[src/design/cief_defs.vh]
`ifndef CIEF_DEFS_VH
`define CIEF_DEFS_VH

// ----------------------------------------------------------------
// Register addresses
// ----------------------------------------------------------------
`define CIEF_ADDR_W          9
`define CIEF_CTRL_LOW        7'h0b
`define CIEF_ADDR_CTRL0      9'h00b
`define CIEF_ADDR_CTRL1      9'h08b
`define CIEF_ADDR_CTRL2      9'h10b
`define CIEF_ADDR_CTRL3      9'h18b
`define CIEF_ADDR_PFLAGS_A   9'h00c
`define CIEF_ADDR_PFLAGS_B   9'h00d
`define CIEF_ADDR_EVT_STAT   9'h1e0
`define CIEF_ADDR_EVT_MASK   9'h1e1

// ----------------------------------------------------------------
// Control register fields
// ----------------------------------------------------------------
`define CIEF_BIT_GLOBAL_EN   7
`define CIEF_BIT_PERIPH_EN   6
`define CIEF_BIT_TICK_EN     5
`define CIEF_BIT_EXT_EN      4
`define CIEF_BIT_PORT_EN     3
`define CIEF_BIT_TICK_FLAG   2
`define CIEF_BIT_EXT_FLAG    1
`define CIEF_BIT_PORT_FLAG   0

// ----------------------------------------------------------------
// Event status fields
// ----------------------------------------------------------------
`define CIEF_EVT_W           4
`define CIEF_EVT_TICK        0
`define CIEF_EVT_EXT         1
`define CIEF_EVT_PORT        2
`define CIEF_EVT_PERIPH      3

// ----------------------------------------------------------------
// Reset values
// ----------------------------------------------------------------
`define CIEF_RST_CTRL_HI     7'h00
`define CIEF_RST_PORT_COLD   1'b0
`define CIEF_RST_PFLAGS_A    8'h00
`define CIEF_RST_PFLAGS_B    1'b0
`define CIEF_RST_EVT         4'h0
`define CIEF_PRIME_CYCLES    2'h3

`endif

[src/design/cief_top.v]
// The address-and-strobe port is this design's own decision.
`timescale 1ns/1ps
`include "cief_defs.vh"

module cief_top (
    // Clock, reset and enable
    input  wire                     ref_clk,
    input  wire                     reset,
    input  wire                     resetIsCold,
    input  wire                     clkEn,
    // Register port
    input  wire [`CIEF_ADDR_W-1:0]  regAddr,
    input  wire [7:0]               regWrData,
    input  wire                     regWr,
    input  wire                     regRd,
    output reg  [7:0]               regRdData_q,
    // Event sources
    input  wire                     tickOverflow,
    input  wire                     extIrqPin,
    input  wire                     extRisingEdge,
    input  wire [3:0]               upperPortPins,
    input  wire [7:0]               periphReqA,
    input  wire                     periphReqB,
    // Peripheral enables
    input  wire [7:0]               periphEnA,
    input  wire                     periphEnB,
    // Requests
    output reg                      coreIrqReq_q,
    output reg                      irqOut_q
);

    // ------------------------------------------------------------
    // Functions
    // ------------------------------------------------------------
    function isCtrlAddr;
        input [`CIEF_ADDR_W-1:0] addr;
        begin
            isCtrlAddr = (addr[6:0] == `CIEF_CTRL_LOW);
        end
    endfunction

    function anyGated;
        input [7:0] flags;
        input [7:0] enables;
        begin
            anyGated = |(flags & enables);
        end
    endfunction

    // ------------------------------------------------------------
    // State
    // ------------------------------------------------------------
    reg  [7:0]              ctrl_q;
    reg  [7:0]              ctrl_d;
    reg  [7:0]              pFlagsA_q;
    reg  [7:0]              pFlagsA_d;
    reg                     pFlagsB_q;
    reg                     pFlagsB_d;
    reg  [`CIEF_EVT_W-1:0]  evtStat_q;
    reg  [`CIEF_EVT_W-1:0]  evtStat_d;
    reg  [`CIEF_EVT_W-1:0]  evtMask_q;
    reg  [`CIEF_EVT_W-1:0]  evtMask_d;
    reg  [7:0]              rdData_d;
    reg                     coreIrqReq_d;
    reg                     irqOut_d;

    reg                     extMeta_q;
    reg                     extSync_q;
    reg                     extPrev_q;
    reg  [3:0]              portMeta_q;
    reg  [3:0]              portSync_q;
    reg  [3:0]              portPrev_q;
    reg  [1:0]              primeCnt_q;

    // ------------------------------------------------------------
    // Decode
    // ------------------------------------------------------------
    wire ctrlSel   = isCtrlAddr(regAddr);
    wire pASel     = (regAddr == `CIEF_ADDR_PFLAGS_A);
    wire pBSel     = (regAddr == `CIEF_ADDR_PFLAGS_B);
    wire statSel   = (regAddr == `CIEF_ADDR_EVT_STAT);
    wire maskSel   = (regAddr == `CIEF_ADDR_EVT_MASK);

    wire ctrlWr    = regWr & ctrlSel;
    wire pAWr      = regWr & pASel;
    wire pBWr      = regWr & pBSel;
    wire statWr    = regWr & statSel;
    wire maskWr    = regWr & maskSel;

    // ------------------------------------------------------------
    // Source events
    // ------------------------------------------------------------
    wire primed    = (primeCnt_q == `CIEF_PRIME_CYCLES);

    // Edge polarity is chosen by the core's option logic
    wire extEdge   = primed & (extRisingEdge ?
                     (extSync_q & ~extPrev_q) :
                     (~extSync_q & extPrev_q));

    wire portEvt   = primed & (|(portSync_q ^ portPrev_q));

    wire tickEvt   = tickOverflow;

    wire periphEvt = (|periphReqA) | periphReqB;

    // ------------------------------------------------------------
    // Control register next value
    // ------------------------------------------------------------
    always @* begin
        ctrl_d = ctrl_q;
        if (ctrlWr) begin
            ctrl_d = regWrData;
        end
        // Hardware set wins over a software clear
        if (tickEvt) begin
            ctrl_d[`CIEF_BIT_TICK_FLAG] = 1'b1;
        end
        if (extEdge) begin
            ctrl_d[`CIEF_BIT_EXT_FLAG] = 1'b1;
        end
        if (portEvt) begin
            ctrl_d[`CIEF_BIT_PORT_FLAG] = 1'b1;
        end
    end

    // ------------------------------------------------------------
    // Peripheral flag registers next value
    // ------------------------------------------------------------
    always @* begin
        pFlagsA_d = pFlagsA_q;
        pFlagsB_d = pFlagsB_q;
        if (pAWr) begin
            pFlagsA_d = regWrData;
        end
        if (pBWr) begin
            pFlagsB_d = regWrData[0];
        end
        pFlagsA_d = pFlagsA_d | periphReqA;
        pFlagsB_d = pFlagsB_d | periphReqB;
    end

    // ------------------------------------------------------------
    // Event status and mask next value
    // ------------------------------------------------------------
    always @* begin
        evtStat_d = evtStat_q;
        evtMask_d = evtMask_q;
        if (statWr) begin
            evtStat_d = evtStat_q & ~regWrData[`CIEF_EVT_W-1:0];
        end
        if (maskWr) begin
            evtMask_d = regWrData[`CIEF_EVT_W-1:0];
        end
        evtStat_d[`CIEF_EVT_TICK]   = evtStat_d[`CIEF_EVT_TICK]
                                      | tickEvt;
        evtStat_d[`CIEF_EVT_EXT]    = evtStat_d[`CIEF_EVT_EXT]
                                      | extEdge;
        evtStat_d[`CIEF_EVT_PORT]   = evtStat_d[`CIEF_EVT_PORT]
                                      | portEvt;
        evtStat_d[`CIEF_EVT_PERIPH] = evtStat_d[`CIEF_EVT_PERIPH]
                                      | periphEvt;
    end

    // ------------------------------------------------------------
    // Request to the core
    // ------------------------------------------------------------
    wire [7:0] coreFlags = {5'h00, ctrl_d[`CIEF_BIT_TICK_FLAG],
                            ctrl_d[`CIEF_BIT_EXT_FLAG],
                            ctrl_d[`CIEF_BIT_PORT_FLAG]};
    wire [7:0] coreEns   = {5'h00, ctrl_d[`CIEF_BIT_TICK_EN],
                            ctrl_d[`CIEF_BIT_EXT_EN],
                            ctrl_d[`CIEF_BIT_PORT_EN]};

    wire coreHit   = anyGated(coreFlags, coreEns);
    wire periphHit = ctrl_d[`CIEF_BIT_PERIPH_EN]
                     & (anyGated(pFlagsA_d, periphEnA)
                        | (pFlagsB_d & periphEnB));

    always @* begin
        coreIrqReq_d = ctrl_d[`CIEF_BIT_GLOBAL_EN]
                       & (coreHit | periphHit);
        irqOut_d     = |(evtStat_d & evtMask_d);
    end

    // ------------------------------------------------------------
    // Read mux
    // ------------------------------------------------------------
    always @* begin
        rdData_d = 8'h00;
        if (regRd) begin
            if (ctrlSel) begin
                rdData_d = ctrl_q;
            end else if (pASel) begin
                rdData_d = pFlagsA_q;
            end else if (pBSel) begin
                rdData_d = {7'h00, pFlagsB_q};
            end else if (statSel) begin
                rdData_d = {4'h0, evtStat_q};
            end else if (maskSel) begin
                rdData_d = {4'h0, evtMask_q};
            end else begin
                rdData_d = 8'h00;
            end
        end
    end

    // ------------------------------------------------------------
    // Pin synchronisers and change tracking
    // ------------------------------------------------------------
    always @(posedge ref_clk) begin
        if (reset) begin
            extMeta_q  <= 1'b0;
            extSync_q  <= 1'b0;
            extPrev_q  <= 1'b0;
            portMeta_q <= 4'h0;
            portSync_q <= 4'h0;
            portPrev_q <= 4'h0;
            primeCnt_q <= 2'h0;
        end else if (clkEn) begin
            extMeta_q  <= extIrqPin;
            extSync_q  <= extMeta_q;
            extPrev_q  <= extSync_q;
            portMeta_q <= upperPortPins;
            portSync_q <= portMeta_q;
            portPrev_q <= portSync_q;
            // Hold off change detection until the chain is full
            if (!primed) begin
                primeCnt_q <= primeCnt_q + 2'h1;
            end
        end
    end

    // ------------------------------------------------------------
    // Registers
    // ------------------------------------------------------------
    always @(posedge ref_clk) begin
        if (reset) begin
            ctrl_q[7:1]  <= `CIEF_RST_CTRL_HI;
            if (resetIsCold) begin
                ctrl_q[`CIEF_BIT_PORT_FLAG] <= `CIEF_RST_PORT_COLD;
            end
            pFlagsA_q    <= `CIEF_RST_PFLAGS_A;
            pFlagsB_q    <= `CIEF_RST_PFLAGS_B;
            evtStat_q    <= `CIEF_RST_EVT;
            evtMask_q    <= `CIEF_RST_EVT;
            regRdData_q  <= 8'h00;
            coreIrqReq_q <= 1'b0;
            irqOut_q     <= 1'b0;
        end else if (clkEn) begin
            ctrl_q       <= ctrl_d;
            pFlagsA_q    <= pFlagsA_d;
            pFlagsB_q    <= pFlagsB_d;
            evtStat_q    <= evtStat_d;
            evtMask_q    <= evtMask_d;
            regRdData_q  <= rdData_d;
            coreIrqReq_q <= coreIrqReq_d;
            irqOut_q     <= irqOut_d;
        end
    end

endmodule // cief_top

[config.mk]
export PLATFORM = sky130hd
export DESIGN_NAME = cief_top
export DESIGN_NICKNAME = d
export VERILOG_FILES = /design/src/design/cief_top.v
export VERILOG_INCLUDE_DIRS = /design/src /design/src/design
export SDC_FILE = /design/constraint.sdc
export NUM_CORES = 1
export LEC_CHECK = 0
export BUFFER_PORTS_ARGS = -buffer_cell sky130_fd_sc_hd__clkbuf_2
export CAP_MARGIN = 20
export CELL_PAD_IN_SITES_DETAIL_PLACEMENT = 0
export CELL_PAD_IN_SITES_GLOBAL_PLACEMENT = 1
export CORE_MARGIN = 10
export CORE_UTILIZATION = 40
export CTS_BUF_LIST = sky130_fd_sc_hd__clkbuf_4 sky130_fd_sc_hd__clkbuf_8 sky130_fd_sc_hd__clkbuf_16
export DETAILED_ROUTE_END_ITERATION = 8
export PLACE_DENSITY = 0.84
export SLEW_MARGIN = 40
export SYNTH_ARGS = -nofsm -noshare
export SYNTH_HDL_FRONTEND = slang
export SYNTH_SLANG_ARGS = --single-unit
[constraint.sdc]
create_clock -name ref_clk -period 2.3 [get_ports ref_clk]
set_input_delay 0.115 -clock ref_clk [delete_from_list [all_inputs] [get_ports ref_clk]]
set_output_delay 0.115 -clock ref_clk [all_outputs]
set_load 0.02 [all_outputs]
* Word level (Yosys, flattened, before mapping) *
Index checks and enable logic that the tools add are counted.

storage, ports and cells
  bits in registers = 52
  input port bits = 48
  output and inout bits = 10

cells by class
  add/sub/neg operators = 1
  eq/ne operators = 7
  mux-type cells = 18
  bitwise gates (word level) = 30
  reductions and logical operators = 8

operator list
  cell                                                                    number
  8-bit 2-to-1 mux                                                        5
  8-bit OR reduction                                                      3
  4-bit 2-to-1 mux                                                        5
  9-bit by 4-bit equality test with 1-bit output (second input constant)  2
  9-bit equality test (second input constant)                             2
  1-bit bitwise AND                                                       12
  4-bit bitwise AND                                                       2
  8-bit bitwise AND                                                       1
  1-bit 2-to-1 mux                                                        8
  1-bit OR                                                                8
  8-bit OR                                                                1
  4-bit OR reduction                                                      2
  7-bit by 4-bit equality test with 1-bit output (second input constant)  1
  4-bit inverter                                                          1
  2-bit AND reduction                                                     2
  4-bit XOR                                                               1
  3-bit bitwise AND                                                       1
  1-bit inverter                                                          3
  2-bit by 1-bit adder with 2-bit output (second input constant)          1
  2-bit equality test (second input constant)                             1
  2-bit by 1-bit != test with 1-bit output (second input constant)        1
  2-bit nonzero test                                                      1

* Longest topological paths before layout *
  word-level depth = 10
  depth in mapped cells = 9

* Worst setup path after synthesis *
OpenSTA, ideal clock, no wires.

  kind = input-to-reg
  start point = in regWr
  end point = reg coreIrqReq_q
  arrival = 2,023 ps
  data required time = 2,180 ps
  setup slack = 157 ps
  stages on the path = 8
  buffers on the path = 2
  path through = buf_2 -> nor2b_1 -> buf_2 -> and3_1 -> or3_1 -> a32o_1 -> or4_1 -> a211o_1

between the ends
  cells in the longest elaborated chain, start to end = 9
  elaborated cells on any way between the ends = 20
  those cells by class = mux: 6; bitwise: 12; reduce/logical: 2

RTL lines
  what                   line            source
  from (decl)            cief_top.v:14   input wire regWr,
  1-bit bitwise AND      cief_top.v:85   wire pAWr = regWr & pASel;
  8-bit 2-to-1 mux       cief_top.v:132  if (pAWr) begin
  8-bit OR               cief_top.v:138  pFlagsA_d = pFlagsA_d | periphReqA;
  8-bit bitwise AND      cief_top.v:46   anyGated = |(flags & enables);
  8-bit OR reduction     cief_top.v:46
  1-bit OR               cief_top.v:177  | (pFlagsB_d & periphEnB));
  1-bit bitwise AND      cief_top.v:175  wire periphHit = ctrl_d[`CIEF_BIT_PERIPH_EN]
  1-bit OR               cief_top.v:181  & (coreHit | periphHit);
  1-bit bitwise AND (*)  cief_top.v:180  coreIrqReq_d = ctrl_d[`CIEF_BIT_GLOBAL_EN]
  to (signal assigned)   cief_top.v:256  coreIrqReq_q <= coreIrqReq_d;
  to (decl)              cief_top.v:28   output reg coreIrqReq_q,

Mark *: on every way between the ends. The rest lies on a longest branch, timed or not.
A chain may end at the register's enable or synchronous reset.

* Worst setup path in the final report *
  start point = in regAddr[4]
  end point = reg coreIrqReq_q

between the ends
  cells in the longest elaborated chain, start to end = 10
  elaborated cells on any way between the ends = 23
  those cells by class = eq/ne: 3; mux: 6; bitwise: 12; reduce/logical: 2

RTL lines
  what                                                             line            source
  from (decl)                                                      cief_top.v:12   input wire [`CIEF_ADDR_W-1:0] regAddr,
  9-bit by 4-bit equality test with 1-bit output (no source line)  n/a
  1-bit bitwise AND                                                cief_top.v:85
  8-bit 2-to-1 mux                                                 cief_top.v:132
  8-bit OR                                                         cief_top.v:138
  8-bit bitwise AND                                                cief_top.v:46
  8-bit OR reduction                                               cief_top.v:46
  1-bit OR                                                         cief_top.v:177
  1-bit bitwise AND                                                cief_top.v:175
  1-bit OR                                                         cief_top.v:181
  1-bit bitwise AND (*)                                            cief_top.v:180

Marks and branches as above.

==> results.md <==
* Total Wirelength at 7.99 mm
* Peak VDD IR at 0.252 mV
* CTS root buffer: clkbuf_8
* Largest net degree at the start of global routing at 30
* Vias at 2672
* Top cells by area, synth: dfxtp_1, mux2i_1, nor2_1, a22oi_1, nand2_1
* Netlist cell types at 63
* I/O pin cnt at 58
* Post-synth top area cell: dfxtp_1
* Die Wd at 104 um
* PD cells at 555 nW/um^2
* Hold path depth at 3
* Worst path required time at 2.51 ns
* Power, Total at 1860 uW
* Critical Path AT at 2.25 ns
* Post-CTS Setup Repair Bufs at 0
* Die height at 104 um
* RSZ-0062 raised after global routing: false
* Routed Antenna Nets at 0
* Layout area overhead at 19.8%
* Synth Flop Type: dfxtp_1
* Initial core utilization at 0.412
* DR pass1 iterations at 6
* Max cap viols at 0
* Syn_nets at 375
* Hold path start: upperPortPins[3]
* H-tree depth at 2
* Sink Count at 52
* Post-synth top area share at 0.365
* Yosys warns at 0
* CTS Buf Count at 5
* Synthesis-stage register bit count at 52
* Core area at 6790 sq um
* EDFF count, synth at 1
* Placed cell count at 474
* First-pass GRT wire length at 13.4 mm
* Residual DRC at 0
* Critical Path Fanout Max at 7
* Kind of critical path: primary input to flip-flop
* # diodes at 0
* Clk pin slew, worst setup/hold paths at 0.10 ns
* R2R setup slack at 0.34 ns
* Post-cts sizing count at 0
* Placed Area at 3230 sq um
* Starting DRT DRC Count at 184
* Setup TNS at 0 ns
* GPL Wtd Cong at 0.939
* Worst-skew pair later-pin latency at 0.31 ns
* Hold Crit Endpoint: portMeta_q[3]
* Outcome: complete, no violations
* CTS tree: yes
* Via density at 5.54
* Async SR Flop Fraction at 0
* Leakage power total at 0.00147 uW
* Initial antenna violation count at 0
* Final period utilization at 0.888
* DP Wirelength at 6.25 mm
* Peak Freq at 490 MHz
* IO buf count at 57
* Fin. max-slew vios at 0
* Vias in the first global route at 2625
* Fin crit period at 2.04 ns
* Post-Layout Cell Count at 482
* Measured slew at the worst slew-check pin at 0.550 ns
* R2r endpoint: coreIrqReq_q
* Setup violators final at 0
* CP Launch Type: primary input
* Remaining global-route overflow at 0
* Cts hold-fix bufs at 0
* Sequential fraction of the synthesis area at 0.376
* Syn Area/Cell at 8.58 sq um
* Final-report hold violation count at 0
* Clock Skews at 0.0109 ns
* Synth Instances at 326
* Final net count at 434
* Worst r2r src: pFlagsA_q[6]
* Fin area at 3350 sq um
* Average wire per cell in the routed design at 16.6 um
* Clock Path Buffers at 2
* Tot GR Track Use at 0.147
* Hold/Removal Path Class: primary input to flip-flop
* Row cnt at 30
* Die area at 10700 sq um
* Layout cells sized above 1 at 0.249
* Synthesized cell area at 2800 sq um
* Relative slew slack at 0.633
* Cells on worst reg2reg path at 6
* Setup crit end kind: flip-flop
## cells in the mapped netlist (all sizes together) (2+ instances only)
library cell	instances
a21boi	2
inv	13
buf	6
nand2	26
o221ai	2
nor3	6
nand3	6
o211ai	2
a31oi	4
mux2i	26
dfxtp	51
a21o	2
clkbuf	15
a21oi	10
nor2	53
xor2	4
o21ai	13
nor4b	4
mux2	2
a311o	2
a22oi	19
nand4b	3
or3	4
nand4	3
and3	4
or4b	3
a221oi	8
o31ai	4
nor4	2
a32o	2
a22o	4
## worst max-delay path, cell delays in order
cell and delay (ns):
clkbuf_2 0.12, nor4b_4 0.46, a31oi_1 0.15, a311o_1 0.34
a221o_2 0.37, or4_1 0.42, a211o_1 0.27
## metrics by stage
stage / worst slack, ns / util / hold slack [ns]
after floorplan: 0.157 / - / 0.259
after global placement: 0.00941 / 0.475 / 0.353
after detailed placement: -0.0349 / 0.475 / 0.368
after CTS: 0.295 / 0.493 / 0.0445
after global routing: 0.143 / 0.493 / 0.0579
final: 0.258 / 0.493 / 0.0483
## per-layer routing
metal | vias up | routed length, um | global-route usage
li1 | 1324 | - | -
met1 | 1244 | 3820 | 0.200
met2 | 92 | 3600 | 0.222
met3 | 12 | 424 | 0.0273
met4 | 0 | 144 | 0.0575
met5 | - | 0 | 0
## final cells by class
| class | instances | area [sq um] |
|---|---|---|
| sequential | 52 | 1050 |
| clock inverter | 2 | 38.8 |
| clock buffer | 6 | 82.6 |
| inverter | 13 | 48.8 |
| timing repair buffer | 73 | 405 |
| multi-input combinational | 240 | 1600 |
| fill | 694 | 3440 |
| tap | 96 | 120 |
## worst max-delay path by stage
stage	cells past startpoint	to	startpoint	slack, ns
2_1_floorplan	8	coreIrqReq_q	regWr	0.16
3_3_place_gp	7	coreIrqReq_q	regAddr[4]	0.009
3_5_place_dp	7	coreIrqReq_q	regAddr[4]	-0.03
4_1_cts	7	coreIrqReq_q	regAddr[4]	0.29
5_1_grt	7	coreIrqReq_q	regAddr[4]	0.14
6_report	7	coreIrqReq_q	regAddr[4]	0.26
## layout by cell type (no fill, tap or decap), types with 3 or more instances in the layout
master / count
inv_1: 13
a21oi_1: 10
nor3_1: 4
dfxtp_1: 51
and3_1: 4
buf_4: 16
nor2_1: 53
xor2_1: 4
a221oi_1: 8
clkbuf_8: 6
a22o_1: 4
o31ai_1: 4
nand3_1: 6
a22oi_1: 19
nand4b_1: 3
o21ai_0: 13
mux2i_1: 26
clkbuf_2: 57
nand2_1: 26
nand4_1: 3
a31oi_1: 4
## power breakdown
group          leakage [uW]  internal (uW)  total [uW]  switching, uW
Clock             0.0000614            356         671            315
Sequential         0.000426            934         957           22.9
Combinational      0.000985           99.1         233            134
Total               0.00147           1390        1860            471
## sequential cells by signal, indices dropped and copies added, names as in the netlist
name / flops
ctrl_q: 8
pFlagsA_q: 8
regRdData_q: 8
evtMask_q: 4
evtStat_q: 4
portMeta_q: 4
portPrev_q: 4
portSync_q: 4
primeCnt_q: 2
coreIrqReq_q: 1
extMeta_q: 1
extPrev_q: 1
extSync_q: 1
irqOut_q: 1
pFlagsB_q: 1
## cells by family (layout without fill, tap and decap cells)
family,Yosys count,after routing,share of synthesized area
AND/OR/NAND/NOR,120,120,0.226
flip-flops,52,52,0.376
adder cells (fa/ha/maj),1,1,0.00447
multiplexers,28,28,0.101
buffers and inverters,34,94,0.0510
AO/OA/AOI/OAI,86,86,0.226
XOR/XNOR,5,5,0.0157
No activity file was read; power rests on OpenSTA's default activity.
